==> config.mk <==
export PLATFORM = sky130hd
export DESIGN_NAME = tapt_core
export DESIGN_NICKNAME = d
export VERILOG_FILES = /design/src/tapt_pkg.sv /design/src/tapt_core.sv
export SDC_FILE = /design/constraint.sdc
export NUM_CORES = 1
export LEC_CHECK = 0
export ABC_AREA = 0
export BUFFER_PORTS_ARGS = -buffer_cell sky130_fd_sc_hd__clkbuf_2
export CAP_MARGIN = 40
export CORE_UTILIZATION = 64
export CTS_CLUSTER_DIAMETER = 80
export CTS_CLUSTER_SIZE = 25
export DETAILED_ROUTE_END_ITERATION = 8
export GPL_TIMING_DRIVEN = 0
export PLACE_DENSITY = 0.95
export SYNTH_ARGS = -nofsm -noshare
export SYNTH_HDL_FRONTEND = slang
export SYNTH_SLANG_ARGS = --single-unit
export TNS_END_PERCENT = 1
==> constraint.sdc <==
create_clock -name core_clk_in -period 10.9 [get_ports core_clk_in]
set_input_delay 1.09 -clock core_clk_in [delete_from_list [all_inputs] [get_ports core_clk_in]]
set_output_delay 1.09 -clock core_clk_in [all_outputs]
set_load 0.005 [all_outputs]
==> src/tapt_pkg.sv <==
package tapt_pkg;
	// register offsets on the serial register port
	localparam logic [7:0] TAPT_OFF_THR_X = 8'h23;
	localparam logic [7:0] TAPT_OFF_THR_Y = 8'h24;
	localparam logic [7:0] TAPT_OFF_THR_Z = 8'h25;
	localparam logic [7:0] TAPT_OFF_DUR = 8'h26;
	localparam logic [7:0] TAPT_OFF_IGN = 8'h27;
	// field layout and reset values
	localparam int TAPT_THR_W = 7;
	localparam int TAPT_TIMER_W = 8;
	localparam logic [6:0] TAPT_THR_RESET = 7'h00;
	localparam logic [7:0] TAPT_DUR_RESET = 8'h00;
	localparam logic [7:0] TAPT_IGN_RESET = 8'h00;
	// 4g at 0.063 g per code, rounded down so the cap never exceeds 4g
	localparam logic [6:0] TAPT_LOW_NOISE_CAP = 7'h3f;
	// period of the base sample tick, the finest step of any timer
	localparam int TAPT_BASE_STEP_NS = 625000;
	// oversampling modes
	localparam logic [1:0] TAPT_MODE_NORMAL = 2'h0;
	localparam logic [1:0] TAPT_MODE_LOW_POWER_LOW_NOISE_MODE = 2'h1;
	localparam logic [1:0] TAPT_MODE_HIRES = 2'h2;
	localparam logic [1:0] TAPT_MODE_LOWPWR = 2'h3;
	// duration step as log2 of base ticks, nibble i for rate code i
	localparam logic [31:0] TAPT_SHIFT_LPF_ON [4] = '{
		32'h5555_4321, 32'h7775_4321, 32'h2222_2221, 32'h8875_4321};
	localparam logic [31:0] TAPT_SHIFT_LPF_OFF [4] = '{
		32'h3333_2100, 32'h5553_2100, 32'h0000_0000, 32'h6664_3210};
	typedef enum logic [3:0] {
		TAPT_IDLE = 4'h1,
		TAPT_TIMING = 4'h2,
		TAPT_WAIT_FALL = 4'h4,
		TAPT_IGNORE = 4'h8
	} tapt_state_t;
	typedef struct packed {
		logic [6:0] thr_x;
		logic [6:0] thr_y;
		logic [6:0] thr_z;
		logic [7:0] dur_limit;
		logic [7:0] ign_interval;
		tapt_state_t state;
		logic [9:0] pre;
		logic [7:0] cnt;
		logic [2:0] axes;
		logic lat_seen;
		logic [7:0] rdata;
		logic [2:0] over;
		logic valid;
		logic abort;
	} tapt_st_t;
endpackage
==> src/tapt_core.sv <==
`timescale 1ns/1ps
// How it works
// - each axis compares against its own separate threshold only.
// - threshold fields are seven unsigned bits; register bit 7 reads zero.
// - codes 1 to 127 at fixed 0.063 g per step; zero disables axis.
// - with low-noise set, effective threshold is capped at 4g.
// - detection starts when an axis rises above its threshold.
// - pulse valid only if it falls back within the duration limit.
// - duration limit is its 8-bit value times the step, max 255.
// - step chosen by sample rate, oversampling mode and tap low-pass enable.
// - low-pass on: 1.25 ms fastest, doubling per rate halving, per mode.
// - low-pass off: 0.625 ms fastest, growing per mode up to 40 ms.
// - after a valid pulse, further pulses ignored until interval ends.
// - ignore interval is its 8-bit value times its step, max 255.
// - thresholds, duration limit and ignore interval reset to zero.
// - ignore interval step is twice the duration step.
// - with abort set, a pulse inside the interval aborts double tap.
module tapt_core
	import tapt_pkg::*;
(
	input wire logic core_clk_in,
	input wire logic nrst_in,
	input wire logic ce_in,
	input wire logic [7:0] reg_addr_in,
	input wire logic [7:0] reg_wdata_in,
	input wire logic reg_wr_in,
	input wire logic reg_rd_in,
	output logic [7:0] reg_rdata_out,
	input wire logic sample_tick_in,
	input wire logic [7:0] accel_x_in,
	input wire logic [7:0] accel_y_in,
	input wire logic [7:0] accel_z_in,
	input wire logic [2:0] output_sample_rate_in,
	input wire logic [1:0] oversample_mode_in,
	input wire logic tap_lowpass_enable_in,
	input wire logic low_power_low_noise_mode_in,
	input wire logic double_tap_abort_in,
	output logic [2:0] axis_over_out,
	output logic pulse_valid_out,
	output logic [2:0] pulse_axes_out,
	output logic ignore_active_out,
	output logic dtap_abort_out
);
	import tapt_pkg::*;

	tapt_st_t q;
	tapt_st_t n;
	logic [6:0] thr_eff [3];
	logic [2:0] above;
	logic [3:0] sh_dur;
	logic [3:0] sh;
	logic [9:0] ratio_m1;
	logic step;
	logic fell;

	always_comb begin
		logic [6:0] thr_raw [3];
		logic [7:0] mag [3];
		logic [31:0] tbl;
		tbl = 32'h0000_0000;
		thr_raw[0] = q.thr_x;
		thr_raw[1] = q.thr_y;
		thr_raw[2] = q.thr_z;
		mag[0] = accel_x_in;
		mag[1] = accel_y_in;
		mag[2] = accel_z_in;
		for (int i = 0; i < 3; i++) begin
			if (low_power_low_noise_mode_in &&
				thr_raw[i] > TAPT_LOW_NOISE_CAP) begin
				thr_eff[i] = TAPT_LOW_NOISE_CAP;
			end else begin
				thr_eff[i] = thr_raw[i];
			end
			above[i] = (thr_eff[i] != 7'h00) && (mag[i] > {1'b0, thr_eff[i]});
		end
		if (tap_lowpass_enable_in) begin
			tbl = TAPT_SHIFT_LPF_ON[oversample_mode_in];
		end else begin
			tbl = TAPT_SHIFT_LPF_OFF[oversample_mode_in];
		end
		sh_dur = tbl[{output_sample_rate_in, 2'b00} +: 4];
		sh = (q.state == TAPT_IGNORE) ? sh_dur + 4'h1 : sh_dur;
		ratio_m1 = 10'((11'h001 << sh) - 11'h001);
	end

	assign step = sample_tick_in && (q.pre == ratio_m1);
	assign fell = !(|(above & q.axes));

	always_comb begin
		n = q;
		n.valid = 1'b0;
		n.abort = 1'b0;
		if (reg_wr_in) begin
			if (reg_addr_in == TAPT_OFF_THR_X) begin
				n.thr_x = reg_wdata_in[6:0];
			end else if (reg_addr_in == TAPT_OFF_THR_Y) begin
				n.thr_y = reg_wdata_in[6:0];
			end else if (reg_addr_in == TAPT_OFF_THR_Z) begin
				n.thr_z = reg_wdata_in[6:0];
			end else if (reg_addr_in == TAPT_OFF_DUR) begin
				n.dur_limit = reg_wdata_in;
			end else if (reg_addr_in == TAPT_OFF_IGN) begin
				n.ign_interval = reg_wdata_in;
			end
		end
		if (reg_rd_in) begin
			// bit 7 of thresholds reads zero
			if (reg_addr_in == TAPT_OFF_THR_X) begin
				n.rdata = {1'b0, q.thr_x};
			end else if (reg_addr_in == TAPT_OFF_THR_Y) begin
				n.rdata = {1'b0, q.thr_y};
			end else if (reg_addr_in == TAPT_OFF_THR_Z) begin
				n.rdata = {1'b0, q.thr_z};
			end else if (reg_addr_in == TAPT_OFF_DUR) begin
				n.rdata = q.dur_limit;
			end else if (reg_addr_in == TAPT_OFF_IGN) begin
				n.rdata = q.ign_interval;
			end else begin
				n.rdata = 8'h00;
			end
		end
		if (sample_tick_in) begin
			n.over = above;
			n.pre = step ? 10'h000 : q.pre + 10'h001;
		end
		case (q.state)
			TAPT_IDLE: begin
				if (sample_tick_in && (|above)) begin
					n.state = TAPT_TIMING;
					n.axes = above;
					n.cnt = 8'h00;
					n.pre = 10'h000;
				end
			end
			TAPT_TIMING: begin
				if (sample_tick_in) begin
					if (fell && q.cnt < q.dur_limit) begin
						n.valid = 1'b1;
						n.cnt = 8'h00;
						n.pre = 10'h000;
						n.lat_seen = 1'b0;
						n.state = (q.ign_interval == 8'h00) ? TAPT_IDLE : TAPT_IGNORE;
					end else if (q.cnt == q.dur_limit) begin
						n.state = TAPT_WAIT_FALL;
					end else if (step) begin
						n.cnt = q.cnt + 8'h01;
					end
				end
			end
			TAPT_WAIT_FALL: begin
				if (sample_tick_in && !(|above)) begin
					n.state = TAPT_IDLE;
				end
			end
			TAPT_IGNORE: begin
				if (sample_tick_in) begin
					if (|above) begin
						n.lat_seen = 1'b1;
					end else if (q.lat_seen) begin
						n.lat_seen = 1'b0;
						n.abort = double_tap_abort_in;
					end
					if (q.cnt == q.ign_interval) begin
						// a tap still high at the end must not retrigger
						n.state = (|above) ? TAPT_WAIT_FALL : TAPT_IDLE;
					end else if (step) begin
						n.cnt = q.cnt + 8'h01;
					end
				end
			end
			default: begin
				n.state = TAPT_IDLE;
			end
		endcase
	end

	always_ff @(posedge core_clk_in) begin
		if (!nrst_in) begin
			q <= '{thr_x: TAPT_THR_RESET, thr_y: TAPT_THR_RESET,
				thr_z: TAPT_THR_RESET, dur_limit: TAPT_DUR_RESET,
				ign_interval: TAPT_IGN_RESET, state: TAPT_IDLE,
				default: '0};
		end else if (ce_in) begin
			q <= n;
		end
	end

	assign reg_rdata_out = q.rdata;
	assign axis_over_out = q.over;
	assign pulse_valid_out = q.valid;
	assign pulse_axes_out = q.axes;
	assign ignore_active_out = (q.state == TAPT_IGNORE);
	assign dtap_abort_out = q.abort;
endmodule

# Yosys cells after proc, flatten, opt, wreduce, memory -nomap -nowiden
# Cells that the tools add are included.
[word_totals]
regBits = 76
input_bits = 54
out_inout_bits = 17
[classes]
n_addsub = 4
magnitude_cmp = 8
eq_ne = 21
shifts = 2
n_mux = 48
bitwise_logic = 6
n_reduce_logical = 31
[op_table]
columns = ["cell", "count"]
rows = [
  ["two-way mux 32 bit", 5],
  ["binary-select mux 32 bit (select 2 bit)", 2],
  ["two-way mux 8 bit", 10],
  ["equality test 8 x 6 -> 1 bit (second input constant)", 5],
  ["indexed part select 32 x 6 -> 4 bit", 1],
  ["two-way mux 10 bit", 3],
  ["two-way mux 4 bit", 7],
  ["two-way mux 25 bit", 1],
  ["greater-than comparator 8 x 7 -> 1 bit", 3],
  ["case mux 8 bit (3 select lines)", 1],
  ["two-way mux 22 bit", 1],
  ["greater-than comparator 7 x 6 -> 1 bit (second input constant)", 3],
  ["two-way mux 7 bit", 3],
  ["AND reduction 7 bit", 3],
  ["nonzero test 7 bit", 3],
  ["case mux 10 bit (2 select lines)", 1],
  ["equality test 8 bit", 2],
  ["case mux 4 bit (4 select lines)", 1],
  ["!= test 2 bit (second input constant)", 6],
  ["two-way mux 1 bit", 11],
  ["adder 10 x 1 -> 10 bit (second input constant)", 1],
  ["equality test 10 bit", 1],
  ["logical AND 1 bit", 10],
  ["AND reduction 5 bit", 2],
  ["26 further kinds", 34],
]

# Depth between registers and ports, before layout
[logic_depth]
ltp_word = 17
depth_mapped = 24
depth_no_buf = 21

# Least setup slack after synthesis
# Ideal clock, no wire load.
[synth_path]
kind = "in2reg"
start = "input oversample_mode_in[0]"
end = "register q[20] (netlist name)"
t_arrival_ns = 5.418
t_required_ns = 10.777
path_slack_ns = 5.359
stages = 23
n_path_buf = 2
cell_sequence = "inv_1 -> ha_1 -> nand2b_1 -> a21oi_1 -> o311ai_1 -> nand2_1 -> inv_2 -> ha_1 -> nand2_1 -> xnor2_1 -> clkbuf_1 -> or4_1 -> ha_1 -> clkbuf_1 -> xnor2_1 -> xnor2_1 -> a2111oi_0 -> a41oi_1 -> nor4_2 -> nand3_1 -> nor4_2 -> nor2b_1 -> mux2_1"
[synth_via]
elab_chain_len = 17
elab_cells_between_ends = 22
classes_between = "add/sub (2); eq/ne (1); shift (2); mux (15); bitwise (1); reduce/logical (1)"
[synth_lines]
columns = ["item", "line", "rtl"]
rows = [
  ["start, declared", "tapt_core.sv:34", "input wire logic [1:0] oversample_mode_in,"],
  ["NOT 2 -> 3 bit (not written as such) *", "tapt_core.sv:77, tapt_core.sv:79", ""],
  ["binary-select mux 32 bit (select 2 bit) (on tied branches)", "tapt_core.sv:79, tapt_core.sv:77", ""],
  ["two-way mux 32 bit (on tied branches) (2 in a row)", "tapt_core.sv:79, tapt_core.sv:77", ""],
  ["two-way mux 32 bit *", "tapt_core.sv:76", "if (tap_lowpass_enable_in) begin"],
  ["indexed part select 32 x 6 -> 4 bit *", "tapt_core.sv:81", "sh_dur = tbl[{output_sample_rate_in, 2'b00} +: 4];"],
  ["adder 4 x 1 -> 4 bit", "tapt_core.sv:82", "sh = (q.state == TAPT_IGNORE) ? sh_dur + 4'h1 : sh_dur;"],
  ["two-way mux 4 bit *", "tapt_core.sv:82", ""],
  ["<< shifter 1 x 4 -> 10 bit *", "tapt_core.sv:83", "ratio_m1 = 10'((11'h001 << sh) - 11'h001);"],
  ["subtractor 10 x 1 -> 10 bit *", "tapt_core.sv:83", ""],
  ["equality test 10 bit *", "tapt_core.sv:86", "assign step = sample_tick_in && (q.pre == ratio_m1);"],
  ["logical AND 1 bit *", "tapt_core.sv:86", ""],
  ["two-way mux 8 bit *", "n/a", ""],
  ["two-way mux 8 bit (2 in a row)", "n/a", ""],
  ["two-way mux 22 bit", "n/a", ""],
  ["case mux 8 bit (3 select lines) *", "n/a", ""],
  ["end signal, assigned", "tapt_core.sv:179", "q <= '{thr_x: TAPT_THR_RESET, thr_y: TAPT_THR_RESET,"],
  ["end signal, assigned", "tapt_core.sv:184", "q <= n;"],
  ["end, declared", "tapt_core.sv:46", "tapt_st_t q;"],
]
# Mark *: on every way between the ends. The rest lies on a longest branch, timed or not. The select of a mux whose other input is x is not followed.
# A chain may end at the register's enable or synchronous reset.

# Worst setup path after layout
[layout_path]
start = "input oversample_mode_in[1]"
end = "register q[20] (netlist name)"
# The elaborated chain is that of the path after synthesis.

==> impl_metrics.json <==
{
  "min_period_ns": 6.21,
  "clock-sinks": 76,
  "syn_inst": 695,
  "yosysWarnings": 0,
  "setup_tns_ns": 0,
  "cts_buffer_depth": 2,
  "viasPerCell": 6.48,
  "cts-root-buf": "clkbuf_8",
  "worst_setup_path_start_kind": "primary input",
  "ys_ff_latch": 76,
  "drtIter0Drc": 502,
  "fin_nets": 868,
  "multiInputGateArea_sq_um": 3800,
  "vias": 5770,
  "avgSynthCellArea_sq_um": 8.18,
  "io_pins": 71,
  "final_cell_area_sq_um": 6360,
  "critPathMaxStageDelay_ns": 0.56,
  "final_util_pct": 73.3,
  "synthFlopType": "dfxtp_1",
  "ys_top_cells_by_count": "88 x nor2_1, 76 x dfxtp_1, 45 x nand2_1",
  "fmaxAchievable_ghz": 0.161,
  "n_fill_cell": 606,
  "yosysTopAreaCell": "dfxtp_1",
  "p_leak_uw": 0.00267,
  "initial_utilization_pct": 65.5,
  "io_buffers": 68,
  "crit_chain": "clkbuf_2 -> ha_1 -> nand2b_1 -> a21oi_1 -> o311ai_1 -> nand2_1 -> inv_2 -> ha_1 -> nand2_1 -> xnor2_1 -> clkbuf_1 -> or4_1 -> ha_1 -> clkbuf_1 -> xnor2_1 -> xnor2_1 -> a2111oi_0 -> a41oi_1 -> nor4_2 -> nand3_1 -> nor4_2 -> nor2b_1 -> mux2_1",
  "cp-end-kind": "flip-flop",
  "grt_overflow": 0,
  "drive_gt1_share_pct": 17.5,
  "finalPower_uw": 606,
  "period_share_pct": 57.0,
  "hpwl_um": 12500,
  "setup_violations": 0,
  "synth_edf_count": 0,
  "wire_per_inst_um": 18.2,
  "drt_wl_total_um": 16200,
  "drv_slew": 0,
  "syn_to_final_growth_pct": 11.9,
  "grt_pass1_vias": 5537,
  "cp_top_family": "simple AND/OR/NAND/NOR gates",
  "worstMarginPinSlew_ns": 0.749,
  "first_pass_iters": 5,
  "route.detailed.drc": 0,
  "synth_top_area_share_pct": 26.8,
  "skew_ns": 0.0130,
  "die_x_um": 96.3,
  "synth.cell_area_sq_um": 5690,
  "post_cts_resize_count": 0,
  "cp_max_fo": 10,
  "placed_area_sq_um": 6170,
  "rsz0062_at_grt": "no",
  "hold_buffers": 0,
  "cp_slowest_cell": "or4_1",
  "post_cts_buffers": 0,
  "arrival_ns": 6.46,
  "required_ns": 11.15,
  "clk_pin_slew_ns": 0.09,
  "cts_buffers": 9,
  "powerDensity_nw_per_um2": 95.2,
  "h-tree-depth": 3,
  "synth_cell_type_count": 81,
  "grt_pass1_wl_um": 25000,
  "crit_type": "primary input to flip-flop",
  "synthesis.nets": 786,
  "synthTopCellsByArea": "dfxtp_1 27%, ha_1 8.1%, mux2i_1 7.4%",
  "yosysMostFrequentCell": "nor2_1",
  "vdd_drop_max_mv": 0.0751,
  "die_area_sq_um": 9270,
  "final-hold-violation-count": 0,
  "fp.dieH_um": 96.3,
  "status": "completed",
  "maxCapViolCount": 0,
  "clk_latency_ns": 0.37,
  "grt_max_degree": 16,
  "rows": 34,
  "seq_area_frac_synth_pct": 26.8,
  "gp_congestion": 0.939,
  "cts_tree": "built",
  "regArea_sq_um": 1520,
  "relSlewSlack_pct": 49.7,
  "ant_nets": 0,
  "cp_num_buf_inv": 4,
  "diodes": 0,
  "min-delay-path-class": "flip-flop to flip-flop",
  "antenna_found_initial": 0,
  "synthArstFlopShare_pct": 0,
  "grt_usage_pct": 35.1,
  "core_sq_um": 8680,
  "reg2reg_slack_ns": 5.62
}
==> per-stage QoR <==
step	std cells	hold WS (ns)	setup WS, ns
global placement	871	0.460	4.60
floorplan	695	0.447	5.36
CTS	889	0.487	4.68
global route	890	0.506	4.20
detailed placement	873	0.474	4.34
finish	890	0.484	4.69
==> routing by layer <==
metal,wire [um],track usage [%],vias to the layer above,share of wire [%]
met4,658,19.7,0,4.1
met3,1250,7.42,84,7.7
li1,-,-,2699,-
met2,8220,62.6,316,51
met5,0,0,-,0
met1,6110,38.5,2671,38
==> sequential cells by signal, summed over array words and instances, names as in the netlist <==
name             cells
dtap_abort_out       1
pulse_valid_out      1
q                   60
axis_over_out        3
reg_rdata_out        8
pulse_axes_out       3
==> where the power goes <==
group / internal [uW] / total [uW] / leakage (uW) / switching, uW
registers: 279 / 281 / 0.000613 / 1.70
logic: 46.6 / 117 / 0.00196 / 70.3
clock network: 86.7 / 208 / 0.0000925 / 121
total: 413 / 606 / 0.00267 / 193
==> cell families after synthesis <==
logic type                 synth area share [%]
DFF                                        26.8
adders and majority gates                  8.14
muxes                                      10.2
buffers and inverters                      6.38
and+or+nand+nor                            25.8
AOI/OAI and AO/OA                          19.6
xor gates and xnor gates                   3.23
==> final timing paths <==
| path | end | depth (start not counted) | startpoint |
|---|---|---|---|
| setup / recovery | q[20] | 23 | oversample_mode_in[1] |
| hold / removal | dtap_abort_out | 2 | q[13] |
| setup reg to reg | q[20] | 18 | q[35] |
| hold reg to reg | dtap_abort_out | 2 | q[13] |
==> worst min-delay path: stages (launching register included) <==
cell and delay [ns]:
dfxtp_1 0.32, nand4_1 0.06, a21oi_1 0.06
==> placed cells by master (no fill, tap or decap), types with 13 or more instances in the layout <==
cell | synthesis | final
clkbuf_2 | 0 | 68
clkbuf_1 | 20 | 20
o21ai_0 | 23 | 23
nand4_1 | 13 | 13
nand2_1 | 45 | 45
nor3_1 | 18 | 18
inv_1 | 28 | 28
a21oi_1 | 24 | 24
nor2_1 | 88 | 88
nand2b_1 | 15 | 15
nand3_1 | 26 | 26
nor2b_1 | 22 | 22
mux2i_1 | 42 | 42
ha_1 | 37 | 37
buf_4 | 16 | 18
dfxtp_1 | 76 | 76
==> area by class of cell <==
cell class / count / area share, %
well taps: 108 / 2.12
repair buffers: 71 / 5.66
plain buffers: 42 / 3.81
clock buffers: 9 / 1.95
clock inverters: 7 / 0.924
inverters: 32 / 1.89
flip-flops and latches: 76 / 23.9
multi-input cells: 545 / 59.7
Power figures use the tool's default switching activity.
